===== config.mk =====
export PLATFORM = sky130hd
export DESIGN_NAME = modbus_flow_register_slave
export DESIGN_NICKNAME = d
export VERILOG_FILES = /design/src/pdu_buffer.v /design/src/flow_word_map.v /design/src/modbus_flow_register_slave.v
export VERILOG_INCLUDE_DIRS = /design/src /design/src/src
export SDC_FILE = /design/constraint.sdc
export NUM_CORES = 2
export LEC_CHECK = 0
export ABC_CLOCK_PERIOD_IN_PS = 9000
export BUFFER_PORTS_ARGS = -buffer_cell sky130_fd_sc_hd__buf_2
export CORE_MARGIN = 1.5
export CORE_UTILIZATION = 66
export DETAILED_ROUTE_END_ITERATION = 8
export GPL_TIMING_DRIVEN = 0
export PLACE_DENSITY = 0.85
export SLEW_MARGIN = 40
export SYNTH_ARGS = -nofsm -noshare
export SYNTH_HDL_FRONTEND = slang
export SYNTH_SLANG_ARGS = --single-unit

===== constraint.sdc =====
create_clock -name clock_i -period 9 [get_ports clock_i]
set_input_delay 0 -clock clock_i [delete_from_list [all_inputs] [get_ports clock_i]]
set_output_delay 0 -clock clock_i [all_outputs]
set_load 0.01 [all_outputs]

===== src/modbus_slave_map.vh =====
`ifndef MODBUS_SLAVE_MAP_VH
`define MODBUS_SLAVE_MAP_VH

// Function codes
`define FC_READ_COILS     8'h01
`define FC_READ_DISCRETE  8'h02
`define FC_READ_HOLDING   8'h03
`define FC_READ_INPUT     8'h04
`define FC_WRITE_COIL     8'h05
`define FC_WRITE_REG      8'h06
`define FC_DIAG           8'h08
`define FC_WRITE_COILS    8'h0f
`define FC_WRITE_REGS     8'h10
`define FC_REPORT_ID      8'h11

// Diagnostic subfunction that returns the query data
`define DIAG_SUB_ECHO     16'h0000

// Exception codes and the flag bit set in the echoed function code
`define EXC_NONE          8'h00
`define EXC_FUNCTION      8'h01
`define EXC_ADDRESS       8'h02
`define EXC_VALUE         8'h03
`define EXC_READ_ONLY     8'h04
`define EXC_FLAG          8'h80

// Register map: parameter start addresses, in 16-bit register units
`define OFS_ONE_RATE      16'h0000
`define OFS_ONE_TOTAL     16'h0002
`define OFS_ONE_PRECISE   16'h0004
`define OFS_TWO_RATE      16'h0008
`define OFS_TWO_TOTAL     16'h000a
`define OFS_TWO_PRECISE   16'h000c
`define OFS_QUAD_RATE     16'h0010
`define OFS_QUAD_TOTAL    16'h0012
`define OFS_QUAD_PRECISE  16'h0014
`define MAP_WORDS         17'h00018
`define FLOAT_WORDS       3'h2
`define DOUBLE_WORDS      3'h4

// Quantity limits and fixed request lengths (bytes, function code included)
`define MAX_READ_REGS     16'h007d
`define MAX_WRITE_REGS    16'h007b
`define MAX_READ_BITS     16'h07d0
`define LEN_FIXED         9'h005
`define LEN_MULTI_HEAD    9'h006
`define LEN_DIAG_MIN      9'h003
`define LEN_REPORT_ID     9'h001
`define LEN_LIMIT         9'h100
`define COIL_ON           16'hff00
`define COIL_OFF          16'h0000
`define ID_BYTE_COUNT     8'h02
`define RUN_ON            8'hff

`endif


===== src/pdu_buffer.v =====
`timescale 1ns/10ps
`default_nettype none

module pdu_buffer (
  input  wire       clock_i,
  input  wire       rst_i,
  input  wire       wr_en_i,
  input  wire [7:0] wr_addr_i,
  input  wire [7:0] wr_data_i,
  input  wire [7:0] rd_addr_i,
  output reg  [7:0] rd_data_o
);

  reg [7:0] mem [0:255];

  // Storage has no reset; only the read register is cleared
  always @(posedge clock_i) begin
    if (wr_en_i) begin
      mem[wr_addr_i] <= wr_data_i;
    end
    if (rst_i) begin
      rd_data_o <= 8'h00;
    end else begin
      rd_data_o <= mem[rd_addr_i];
    end
  end

endmodule // pdu_buffer

`default_nettype wire


===== src/flow_word_map.v =====
`timescale 1ns/10ps
`default_nettype none

module flow_word_map (
  input  wire        clock_i,
  input  wire        rst_i,
  input  wire        snap_i,
  input  wire [31:0] channel_one_rate_i,
  input  wire [31:0] channel_one_total_i,
  input  wire [63:0] channel_one_precise_total_i,
  input  wire [31:0] channel_two_rate_i,
  input  wire [31:0] channel_two_total_i,
  input  wire [63:0] channel_two_precise_total_i,
  input  wire [31:0] quadrature_rate_i,
  input  wire [31:0] quadrature_total_i,
  input  wire [63:0] quadrature_precise_total_i,
  input  wire [4:0]  addr_i,
  output reg  [15:0] word_o
);

  // One snapshot per request, so a multi-word value is never torn
  // between its halves while the measurement path updates it
  reg  [383:0] snap_reg;
  wire [8:0]   bit_top;

  // Word 0 sits in the top 16 bits; high word first within each value
  assign bit_top = 9'd383 - {addr_i, 4'h0};

  // Snapshot and registered read
  always @(posedge clock_i) begin
    if (rst_i) begin
      snap_reg <= 384'h0;
      word_o   <= 16'h0000;
    end else begin
      if (snap_i) begin
        snap_reg <= {channel_one_rate_i, channel_one_total_i, channel_one_precise_total_i,
                     channel_two_rate_i, channel_two_total_i, channel_two_precise_total_i,
                     quadrature_rate_i, quadrature_total_i, quadrature_precise_total_i};
      end
      word_o <= snap_reg[bit_top -: 16];
    end
  end

endmodule // flow_word_map

`default_nettype wire


===== src/modbus_flow_register_slave.v =====
// What this block does
// - Holding and input register reads return data; coil and discrete input reads get an address exception.
// - Single and multiple writes to registers and to coils are decoded and answered.
// - A multi-register write that starts or stops inside a value is refused and never applied.
// - Function codes 01 to 06, 08, 15, 16 and 17 are decoded.
// - Diagnostics accept subfunction 00 only and return the request unchanged.
// - Channel one rate, total and precise total read at 0x0000, 0x0002 and 0x0004.
// - Channel two rate, total and precise total read at 0x0008, 0x000a and 0x000c.
// - Quadrature rate, total and precise total read at 0x0010, 0x0012 and 0x0014.
`timescale 1ns/10ps
`default_nettype none
`include "modbus_slave_map.vh"

module modbus_flow_register_slave (
  input  wire        clock_i,
  input  wire        rst_i,
  input  wire        rx_valid_i,
  input  wire [7:0]  rx_data_i,
  input  wire        rx_last_i,
  output wire        rx_ready_o,
  output wire        tx_valid_o,
  output wire [7:0]  tx_data_o,
  output wire        tx_last_o,
  input  wire        tx_ready_i,
  input  wire [31:0] channel_one_rate_i,
  input  wire [31:0] channel_one_total_i,
  input  wire [63:0] channel_one_precise_total_i,
  input  wire [31:0] channel_two_rate_i,
  input  wire [31:0] channel_two_total_i,
  input  wire [63:0] channel_two_precise_total_i,
  input  wire [31:0] quadrature_rate_i,
  input  wire [31:0] quadrature_total_i,
  input  wire [63:0] quadrature_precise_total_i
);

  // Arbitrary slave identity byte returned by report slave id
  parameter [7:0] SLAVE_ID = 8'h5a;

  localparam [2:0] ST_IDLE   = 3'd0;
  localparam [2:0] ST_DECIDE = 3'd1;
  localparam [2:0] ST_HEAD   = 3'd2;
  localparam [2:0] ST_FETCH  = 3'd3;
  localparam [2:0] ST_HI     = 3'd4;
  localparam [2:0] ST_LO     = 3'd5;
  localparam [2:0] ST_ECHO   = 3'd6;

  localparam [1:0] BODY_NONE = 2'd0;
  localparam [1:0] BODY_REGS = 2'd1;
  localparam [1:0] BODY_ECHO = 2'd2;

  reg  [2:0]  state_reg;
  reg         rx_ready_reg;
  reg         tx_valid_reg;
  reg  [7:0]  tx_data_reg;
  reg         tx_last_reg;
  reg  [8:0]  len_reg;
  reg         overflow_reg;
  reg  [7:0]  fc_reg;
  reg  [15:0] addr_reg;
  reg  [15:0] qty_reg;
  reg  [7:0]  cnt_reg;
  reg  [7:0]  h0_reg;
  reg  [7:0]  h1_reg;
  reg  [7:0]  h2_reg;
  reg  [7:0]  h3_reg;
  reg  [2:0]  hcnt_reg;
  reg  [2:0]  hidx_reg;
  reg  [1:0]  body_reg;
  reg  [4:0]  waddr_reg;
  reg  [7:0]  wleft_reg;
  reg  [7:0]  ridx_reg;
  reg  [7:0]  d_exc;
  reg  [1:0]  d_body;
  reg  [7:0]  d_count;
  reg  [7:0]  h_sel;
  wire        rx_take;
  wire        tx_free;
  wire        snap;
  wire [7:0]  rd_data;
  wire [15:0] word;
  wire [16:0] span_end;
  wire [15:0] last_addr;
  wire [8:0]  multi_len;

  // Register count for the value starting at an address, zero if none starts there
  function [2:0] param_len;
    input [15:0] a;
    begin
      case (a)
        `OFS_ONE_RATE, `OFS_ONE_TOTAL,
        `OFS_TWO_RATE, `OFS_TWO_TOTAL,
        `OFS_QUAD_RATE, `OFS_QUAD_TOTAL: param_len = `FLOAT_WORDS;
        `OFS_ONE_PRECISE, `OFS_TWO_PRECISE,
        `OFS_QUAD_PRECISE: param_len = `DOUBLE_WORDS;
        default: param_len = 3'h0;
      endcase
    end
  endfunction

  // True when a register address is the final register in some value
  function is_end;
    input [15:0] e;
    begin
      is_end = (param_len(e - 16'h0001) == `FLOAT_WORDS) ||
               (param_len(e - 16'h0003) == `DOUBLE_WORDS);
    end
  endfunction

  assign rx_ready_o = rx_ready_reg;
  assign tx_valid_o = tx_valid_reg;
  assign tx_data_o  = tx_data_reg;
  assign tx_last_o  = tx_last_reg;
  assign rx_take    = rx_valid_i && rx_ready_reg;
  assign tx_free    = !tx_valid_reg || tx_ready_i;
  assign snap       = (state_reg == ST_DECIDE);
  assign span_end   = {1'b0, addr_reg} + {1'b0, qty_reg};
  assign last_addr  = addr_reg + qty_reg - 16'h0001;
  assign multi_len  = {1'b0, cnt_reg} + `LEN_MULTI_HEAD;

  // Whole request kept for the diagnostic echo
  pdu_buffer u_buffer (
    .clock_i   (clock_i),
    .rst_i     (rst_i),
    .wr_en_i   (rx_take && !len_reg[8]), // Byte 257 on would wrap onto the first slot
    .wr_addr_i (len_reg[7:0]),
    .wr_data_i (rx_data_i),
    .rd_addr_i (ridx_reg),
    .rd_data_o (rd_data)
  );

  // Read-only value map, captured once per request
  flow_word_map u_map (
    .clock_i                     (clock_i),
    .rst_i                       (rst_i),
    .snap_i                      (snap),
    .channel_one_rate_i          (channel_one_rate_i),
    .channel_one_total_i         (channel_one_total_i),
    .channel_one_precise_total_i (channel_one_precise_total_i),
    .channel_two_rate_i          (channel_two_rate_i),
    .channel_two_total_i         (channel_two_total_i),
    .channel_two_precise_total_i (channel_two_precise_total_i),
    .quadrature_rate_i           (quadrature_rate_i),
    .quadrature_total_i          (quadrature_total_i),
    .quadrature_precise_total_i  (quadrature_precise_total_i),
    .addr_i                      (waddr_reg),
    .word_o                      (word)
  );

  // Request decode: exception code and answer body; checks run from
  // length to value to address so the most basic fault is reported
  always @* begin
    d_exc   = `EXC_NONE;
    d_body  = BODY_NONE;
    d_count = {qty_reg[6:0], 1'b0};
    if (overflow_reg) begin
      d_exc = `EXC_VALUE;
    end else begin
      case (fc_reg)
        `FC_READ_COILS, `FC_READ_DISCRETE: begin
          if (len_reg != `LEN_FIXED || qty_reg == 16'h0000 || qty_reg > `MAX_READ_BITS)
            d_exc = `EXC_VALUE;
          else
            d_exc = `EXC_ADDRESS; // No bit objects are mapped
        end
        `FC_WRITE_COIL: begin
          if (len_reg != `LEN_FIXED || (qty_reg != `COIL_ON && qty_reg != `COIL_OFF))
            d_exc = `EXC_VALUE;
          else
            d_exc = `EXC_ADDRESS;
        end
        `FC_WRITE_COILS: begin
          if (len_reg < `LEN_MULTI_HEAD || len_reg != multi_len || qty_reg == 16'h0000)
            d_exc = `EXC_VALUE;
          else
            d_exc = `EXC_ADDRESS;
        end
        `FC_READ_HOLDING, `FC_READ_INPUT: begin
          if (len_reg != `LEN_FIXED || qty_reg == 16'h0000 || qty_reg > `MAX_READ_REGS)
            d_exc = `EXC_VALUE;
          else if (span_end > `MAP_WORDS)
            d_exc = `EXC_ADDRESS;
          else
            d_body = BODY_REGS;
        end
        `FC_WRITE_REG: begin
          if (len_reg != `LEN_FIXED)
            d_exc = `EXC_VALUE;
          else if ({1'b0, addr_reg} >= `MAP_WORDS)
            d_exc = `EXC_ADDRESS;
          else
            d_exc = `EXC_READ_ONLY;
        end
        `FC_WRITE_REGS: begin
          if (len_reg < `LEN_MULTI_HEAD || len_reg != multi_len || qty_reg == 16'h0000 ||
              qty_reg > `MAX_WRITE_REGS || {8'h00, cnt_reg} != {qty_reg[14:0], 1'b0})
            d_exc = `EXC_VALUE;
          else if (span_end > `MAP_WORDS)
            d_exc = `EXC_ADDRESS;
          else if (param_len(addr_reg) == 3'h0 || !is_end(last_addr))
            d_exc = `EXC_ADDRESS; // Misaligned, nothing applied
          else
            d_exc = `EXC_READ_ONLY;
        end
        `FC_DIAG: begin
          if (len_reg < `LEN_DIAG_MIN)
            d_exc = `EXC_VALUE;
          else if (addr_reg != `DIAG_SUB_ECHO)
            d_exc = `EXC_FUNCTION;
          else
            d_body = BODY_ECHO;
        end
        `FC_REPORT_ID: begin
          if (len_reg != `LEN_REPORT_ID)
            d_exc = `EXC_VALUE;
        end
        default: d_exc = `EXC_FUNCTION;
      endcase
    end
  end

  // Header byte chosen by index
  always @* begin
    case (hidx_reg)
      3'd0: h_sel = h0_reg;
      3'd1: h_sel = h1_reg;
      3'd2: h_sel = h2_reg;
      default: h_sel = h3_reg;
    endcase
  end

  // Main sequencer: receive, decide, then stream the answer
  always @(posedge clock_i) begin
    if (rst_i) begin
      state_reg    <= ST_IDLE;
      rx_ready_reg <= 1'b0;
      tx_valid_reg <= 1'b0;
      tx_data_reg  <= 8'h00;
      tx_last_reg  <= 1'b0;
      len_reg      <= 9'h000;
      overflow_reg <= 1'b0;
      fc_reg       <= 8'h00;
      addr_reg     <= 16'h0000;
      qty_reg      <= 16'h0000;
      cnt_reg      <= 8'h00;
      h0_reg       <= 8'h00;
      h1_reg       <= 8'h00;
      h2_reg       <= 8'h00;
      h3_reg       <= 8'h00;
      hcnt_reg     <= 3'd0;
      hidx_reg     <= 3'd0;
      body_reg     <= BODY_NONE;
      waddr_reg    <= 5'd0;
      wleft_reg    <= 8'h00;
      ridx_reg     <= 8'h00;
    end else begin
      // A taken byte leaves the output register
      if (tx_valid_reg && tx_ready_i) begin
        tx_valid_reg <= 1'b0;
        tx_last_reg  <= 1'b0;
      end
      case (state_reg)
        ST_IDLE: begin
          rx_ready_reg <= 1'b1;
          if (rx_take) begin
            case (len_reg)
              9'd0: fc_reg <= rx_data_i;
              9'd1: addr_reg[15:8] <= rx_data_i;
              9'd2: addr_reg[7:0] <= rx_data_i;
              9'd3: qty_reg[15:8] <= rx_data_i;
              9'd4: qty_reg[7:0] <= rx_data_i;
              9'd5: cnt_reg <= rx_data_i;
              default: cnt_reg <= cnt_reg;
            endcase
            // Bytes past the buffer are dropped and flagged
            if (len_reg == `LEN_LIMIT)
              overflow_reg <= 1'b1;
            else
              len_reg <= len_reg + 9'h001;
            if (rx_last_i) begin
              rx_ready_reg <= 1'b0;
              state_reg    <= ST_DECIDE;
            end
          end
        end
        ST_DECIDE: begin
          // Decode has already used the flag, so the next request starts clean
          overflow_reg <= 1'b0;
          hidx_reg <= 3'd0;
          ridx_reg <= 8'h00;
          waddr_reg <= addr_reg[4:0];
          wleft_reg <= qty_reg[7:0];
          h0_reg   <= fc_reg;
          if (d_exc != `EXC_NONE) begin
            h0_reg   <= fc_reg | `EXC_FLAG;
            h1_reg   <= d_exc;
            hcnt_reg <= 3'd2;
            body_reg <= BODY_NONE;
          end else if (d_body == BODY_ECHO) begin
            hcnt_reg <= 3'd0;
            body_reg <= BODY_ECHO;
          end else if (d_body == BODY_REGS) begin
            h1_reg   <= d_count;
            hcnt_reg <= 3'd2;
            body_reg <= BODY_REGS;
          end else begin
            h1_reg   <= `ID_BYTE_COUNT;
            h2_reg   <= SLAVE_ID;
            h3_reg   <= `RUN_ON;
            hcnt_reg <= 3'd4;
            body_reg <= BODY_NONE;
          end
          state_reg <= (d_body == BODY_ECHO && d_exc == `EXC_NONE) ? ST_FETCH : ST_HEAD;
        end
        ST_HEAD: begin
          if (tx_free) begin
            tx_valid_reg <= 1'b1;
            tx_data_reg  <= h_sel;
            tx_last_reg  <= (hidx_reg == hcnt_reg - 3'd1) && (body_reg == BODY_NONE);
            hidx_reg     <= hidx_reg + 3'd1;
            if (hidx_reg == hcnt_reg - 3'd1)
              state_reg <= (body_reg == BODY_NONE) ? ST_IDLE : ST_FETCH;
            if (hidx_reg == hcnt_reg - 3'd1 && body_reg == BODY_NONE)
              len_reg <= 9'h000;
          end
        end
        ST_FETCH: begin
          // One cycle for the registered map or buffer read
          state_reg <= (body_reg == BODY_ECHO) ? ST_ECHO : ST_HI;
        end
        ST_HI: begin
          if (tx_free) begin
            tx_valid_reg <= 1'b1;
            tx_data_reg  <= word[15:8];
            state_reg    <= ST_LO;
          end
        end
        ST_LO: begin
          if (tx_free) begin
            tx_valid_reg <= 1'b1;
            tx_data_reg  <= word[7:0];
            tx_last_reg  <= (wleft_reg == 8'h01);
            wleft_reg    <= wleft_reg - 8'h01;
            waddr_reg    <= waddr_reg + 5'd1;
            state_reg    <= (wleft_reg == 8'h01) ? ST_IDLE : ST_FETCH;
            if (wleft_reg == 8'h01)
              len_reg <= 9'h000;
          end
        end
        ST_ECHO: begin
          if (tx_free) begin
            tx_valid_reg <= 1'b1;
            tx_data_reg  <= rd_data; // Query data returned unchanged
            tx_last_reg  <= ({1'b0, ridx_reg} == len_reg - 9'h001);
            ridx_reg     <= ridx_reg + 8'h01;
            state_reg    <= ({1'b0, ridx_reg} == len_reg - 9'h001) ? ST_IDLE : ST_FETCH;
            if ({1'b0, ridx_reg} == len_reg - 9'h001)
              len_reg <= 9'h000;
          end
        end
        default: state_reg <= ST_IDLE;
      endcase
    end
  end

endmodule // modbus_flow_register_slave

`default_nettype wire


==> results.md, run 1 <==
- Post-synth top area share: 58.9%
- First reported error: [ERROR GRT-0116] Global routing finished with congestion. Check the congestion regions in the DRC Viewer.
- Number of buffers on the longest clock path: 3
- Clock tree sinks: 2575
- Proportion of register bits with asynchronous set or reset after synthesis: 0%
- Via count of the first global-routing pass: 89800
- Horizontal die dimension: 401 µm
- Unique cell type count in the Yosys netlist: 91
- Standard-cell row count: 145
- Mapped Nets: 6770
- Most frequent cell after synthesis: sky130_fd_sc_hd__edfxtp_1
- Count of synthesis-stage warnings from yosys: 0
- Half-perimeter wire length after placement: 241000 µm
- GRT Util Overall: 65.8%
- Top area cells in the synthesized netlist: sky130_fd_sc_hd__edfxtp_1 (59%), sky130_fd_sc_hd__mux4_2 (17%), sky130_fd_sc_hd__dfxtp_1 (10%)
- Count of buffers from port buffering: 406
- Root buf cell: sky130_fd_sc_hd__clkbuf_16
- Count of placed standard cells including taps: 8804
- Maximum number of pins on one net before global-route repair: 113
- Floorplan die height: 401 µm
- Final global-route overflow total: 406
- Stage reached: 5_1_grt
- Synthesized area divided by synthesized cell count: 16.5 µm²
- Register area share after synthesis: 69.0%
- Cell accounting for the most synthesized area: sky130_fd_sc_hd__edfxtp_1
- Status: aborted with a tool error
- Number of cells produced by synthesis: 6309
- Post-synthesis register bit count: 2575
- Wire length of the first global-routing pass: 725000 µm
- Top post-synthesis cells by count: sky130_fd_sc_hd__edfxtp_1 (2048), sky130_fd_sc_hd__nand2_1 (895), sky130_fd_sc_hd__mux4_2 (792)
- Number of instances resized during post-cts repair: 0
- Synthesized area: 104000 µm²
- Number of top-level design ports: 408
- EDFF count, synth: 2048
- Routability congestion estimate from global placement: 0.986
- Maximum level of the CTS H-tree: 4
- Initial core utilization: 66.7%
- Most frequently used flop master after synthesis: sky130_fd_sc_hd__edfxtp_1
- Num CTS Buffers: 238
-- cell families after synthesis --
| family | Yosys count | synth area share (%) |
|---|---|---|
| and+or+nand+nor | 1545 | 6.14 |
| buffers and inverters | 504 | 1.87 |
| AOI/OAI and AO/OA | 689 | 3.81 |
| DFF | 2575 | 69.0 |
| adders and majority gates | 65 | 0.791 |
| muxes | 875 | 17.9 |
| xor gates and xnor gates | 56 | 0.470 |
-- what timing repair did --
action / in CTS
hold endpoints to repair: 1775
hold buffers: 762
buffers inserted: 0
-- stage by stage --
step	instance area (µm²)	setup WS (ps)	util, %
after detailed placement	110000	4020	70.3
after CTS	126000	3990	80.4
after floorplan	104000	5070	-
after global placement	109000	3710	69.6
-- metal layers --
layer,track usage [%],GRT overflow
met5,26.7,4
met4,60.3,135
met3,49.5,27
met2,81.7,192
met1,68.7,48
==> run 2: changes to the inputs <==
--- a/config.mk
+++ b/config.mk
@@ -9,10 +9,10 @@
 export ABC_CLOCK_PERIOD_IN_PS = 9000
 export BUFFER_PORTS_ARGS = -buffer_cell sky130_fd_sc_hd__buf_2
 export CORE_MARGIN = 1.5
-export CORE_UTILIZATION = 66
+export CORE_UTILIZATION = 40
 export DETAILED_ROUTE_END_ITERATION = 8
 export GPL_TIMING_DRIVEN = 0
-export PLACE_DENSITY = 0.85
+export PLACE_DENSITY_LB_ADDON = 0.15
 export SLEW_MARGIN = 40
 export SYNTH_ARGS = -nofsm -noshare
 export SYNTH_HDL_FRONTEND = slang
==> run 2 against run 1 <==
The run now ends clean. Synthesized area is the same. Synthesized cell count is the same.
==> results.md, run 2 <==
- GRT Util Overall: 26.5%
- Synthesis-to-layout area growth: 23.9%
- Fraction of layout cells with a size suffix above 1: 25.3%
- Final setup vio count: 0
- Post-synthesis register bit count: 2575
- Number of instances resized during post-cts repair: 0
- Number of cells produced by synthesis: 6309
- Critical Path Source Type: flip-flop
- Clk Latency, worst-skew pair: 930 ps
- Setup Fix Bufs, Post-CTS: 0
- Number of top-level design ports: 408
- Final-report hold violation count: 0
- Data arrival time of the critical path: 5980 ps
- Worst-Margin Slew: 913 ps
- Most frequent cell after synthesis: sky130_fd_sc_hd__edfxtp_1
- Count of buffers from port buffering: 406
- Initial core utilization: 40.2%
- Maximum level of the CTS H-tree: 5
- Count of placed standard cells including taps: 10100
- Worst hold start: rx_data_i[0]
- Total iterations of the first detailed-routing run: 8
- Floorplan die height: 514 µm
- Top area cells in the synthesized netlist: sky130_fd_sc_hd__edfxtp_1 (59%), sky130_fd_sc_hd__mux4_2 (17%), sky130_fd_sc_hd__dfxtp_1 (10%)
- Largest stage delay on the critical path: 620 ps
- Logic pwr share: 4.6%
- Wire length of the first global-routing pass: 497000 µm
- Net switching fraction of the power: 21.5%
- Status: finished clean
- Clock tree sinks: 2575
- RSZ-0062 raised after global routing: false
- Num CTS Buffers: 297
- Root buf cell: sky130_fd_sc_hd__clkbuf_16
- Die outline area: 264000 µm²
- Total vias in the final route: 66900
- Final global-route overflow total: 0
- Tightest slew margin relative to the limit: 39.2%
- Cell-by-cell trace of the critical path: inv_1 -> ha_1 -> inv_1 -> ha_1 -> inv_1 -> fa_1 -> nand2b_1 -> a2111oi_1 -> nor2_1 -> mux2_1 -> a2111oi_0 -> and4b_1 -> nand4b_1 -> a21oi_1 -> o21ai_0 -> a32o_1
- Via/cell ratio: 5.83
- Pins over their slew limit: 0
- Most common cell after layout, fill and taps aside: sky130_fd_sc_hd__edfxtp_1
- Largest register FFs: 2048
- Post-place setup slack: 3760 ps
- DRC marker count from the first detailed-route iteration: 8024
- Standard-cell row count: 187
- Static Leakage: 41.5 nW
- Final worst path period need: 5190 ps
- Synthesized area: 104000 µm²
- Flop2flop setup slack: 3810 ps
- Most frequently used flop master after synthesis: sky130_fd_sc_hd__edfxtp_1
- Top post-synthesis cells by count: sky130_fd_sc_hd__edfxtp_1 (2048), sky130_fd_sc_hd__nand2_1 (895), sky130_fd_sc_hd__mux4_2 (792)
- Classification of the worst setup path: reg -> reg
- Hold/Removal Path Class: in -> reg
- Post-route clock period utilization: 57.7%
- Mapped Nets: 6770
- Register area share after synthesis: 69.0%
- Most used cell, CP: sky130_fd_sc_hd__inv_1
- Switching power: 0.00553 W
- Required time at the worst-slack endpoint: 9790 ps
- Number of nets with antenna violations after detailed routing: 0
- Maxcap violations: 0
- Post-synth top area share: 58.9%
- Leading cell types in the layout, fill and taps excluded: sky130_fd_sc_hd__edfxtp_1 (2048), sky130_fd_sc_hd__nand2_1 (879), sky130_fd_sc_hd__mux4_2 (792)
- Reg power frac: 50.5%
- Number of buffers on the longest clock path: 4
- Core region area: 259000 µm²
- Count of synthesis-stage warnings from yosys: 0
- Clock tree from TritonCTS: built
- Cell accounting for the most synthesized area: sky130_fd_sc_hd__edfxtp_1
- Cell with the biggest individual delay on the critical path: sky130_fd_sc_hd__a2111oi_1
- Setup slack after layout: 3810 ps
- Synthesized area divided by synthesized cell count: 16.5 µm²
- DRC violations left: 0
- Max Clock Skew: 72.1 ps
- Largest fanout on the critical path: 7
- Horizontal die dimension: 514 µm
- Worst flop-to-flop path startpoint: qty_reg[1]
- Fin Setup TNS: 0 ps
- CP Capture Type: flip-flop
- Routability congestion estimate from global placement: 0.903
- Post-cts hold buffer count: 784
- Depth of the worst register-to-register path: 16
- Clock-pin slew reported for the worst setup and hold paths after clock tree synthesis: 60 ps
- Via count of the first global-routing pass: 66900
- Count of placed standard cells in the final layout, fillers left out: 11500
- Proportion of register bits with asynchronous set or reset after synthesis: 0%
- EDFF count, synth: 2048
- Max Freq: 0.193 GHz
- Destination of the worst register-to-register timing path: h1_reg[1]
- WL per Instance: 30.6 µm
- Power density over cell area: 199 nW/µm²
- Maximum vdd drop: 0.000216 V
- Internal Power: 0.0202 W
- Maximum number of pins on one net before global-route repair: 99
- Number of stages on the worst hold path: 2
- Number of nets in the finished design: 8291
- Power share of the clock group: 44.9%
- Antenna violations before repair: 55
- Final Total Pwr: 0.0257 W
- Worst Hold End: u_buffer.mem[100][0]
- Routed wire length: 351000 µm
- Unique cell type count in the Yosys netlist: 91
- Half-perimeter wire length after placement: 233000 µm
run 2: metal layers:
metal	track usage, %	wire [µm]
met4	9.12	13400
met3	5.95	29000
met2	41.0	162000
met1	36.9	146000
met5	0.658	92
run 2: power by group through the flow:
stage          logic [W]  registers, W  clock network, W
2_1_floorplan   0.000360        0.0132                 0
4_1_cts          0.00114        0.0130            0.0117
3_3_place_gp    0.000803        0.0133                 0
3_5_place_dp    0.000864        0.0132                 0
6_report         0.00119        0.0130            0.0116
5_1_grt          0.00126        0.0130            0.0121
run 2: per-stage QoR:
step	utilization (%)	hold WS (ps)	cell area, µm²
4_1_cts	49.8	9.41	129000
6_report	49.8	57.0	129000
3_3_place_gp	42.7	244	111000
2_1_floorplan	-	98.9	104000
3_5_place_dp	43.2	247	112000
5_1_grt	49.8	51.9	129000
run 2: critical path: cells and delay by family (launching register included):
family          cells  cell delay, ps
flops               1             600
mux                 1             380
buf+inv             3             330
compound gates      5            1770
fa+ha+maj           3             950
simple gates        4            1030
run 2: how the worst max path moves through the flow:
| stage | start | end |
|---|---|---|
| 5_1_grt | qty_reg[1] | h1_reg[1] |
| 4_1_cts | qty_reg[1] | h1_reg[1] |
| 3_3_place_gp | ridx_reg[1] | u_buffer.rd_data_o[2] |
| 6_report | qty_reg[1] | h1_reg[1] |
| 3_5_place_dp | qty_reg[1] | h1_reg[1] |
| 2_1_floorplan | qty_reg[1] | h1_reg[1] |
run 2: final cells by class:
type	count	area, µm²
buffer	413	1810
sequential	2575	72000
tap	3402	4260
timing repair buffer	1222	10800
fill	21300	130000
clock buffer	394	8130
multi-input combinational	3230	30900
inverter	91	342
clock inverter	113	992
antenna	41	103
run 2: kinds of logic after synthesis:
kind of cell	Yosys count	share of synthesized area, %
AOI/OAI and AO/OA	689	3.81
xor gates and xnor gates	56	0.470
adders and majority gates	65	0.791
buffers and inverters	504	1.87
DFF	2575	69.0
muxes	875	17.9
and+or+nand+nor	1545	6.14
No activity file was read; power rests on OpenSTA's default activity.
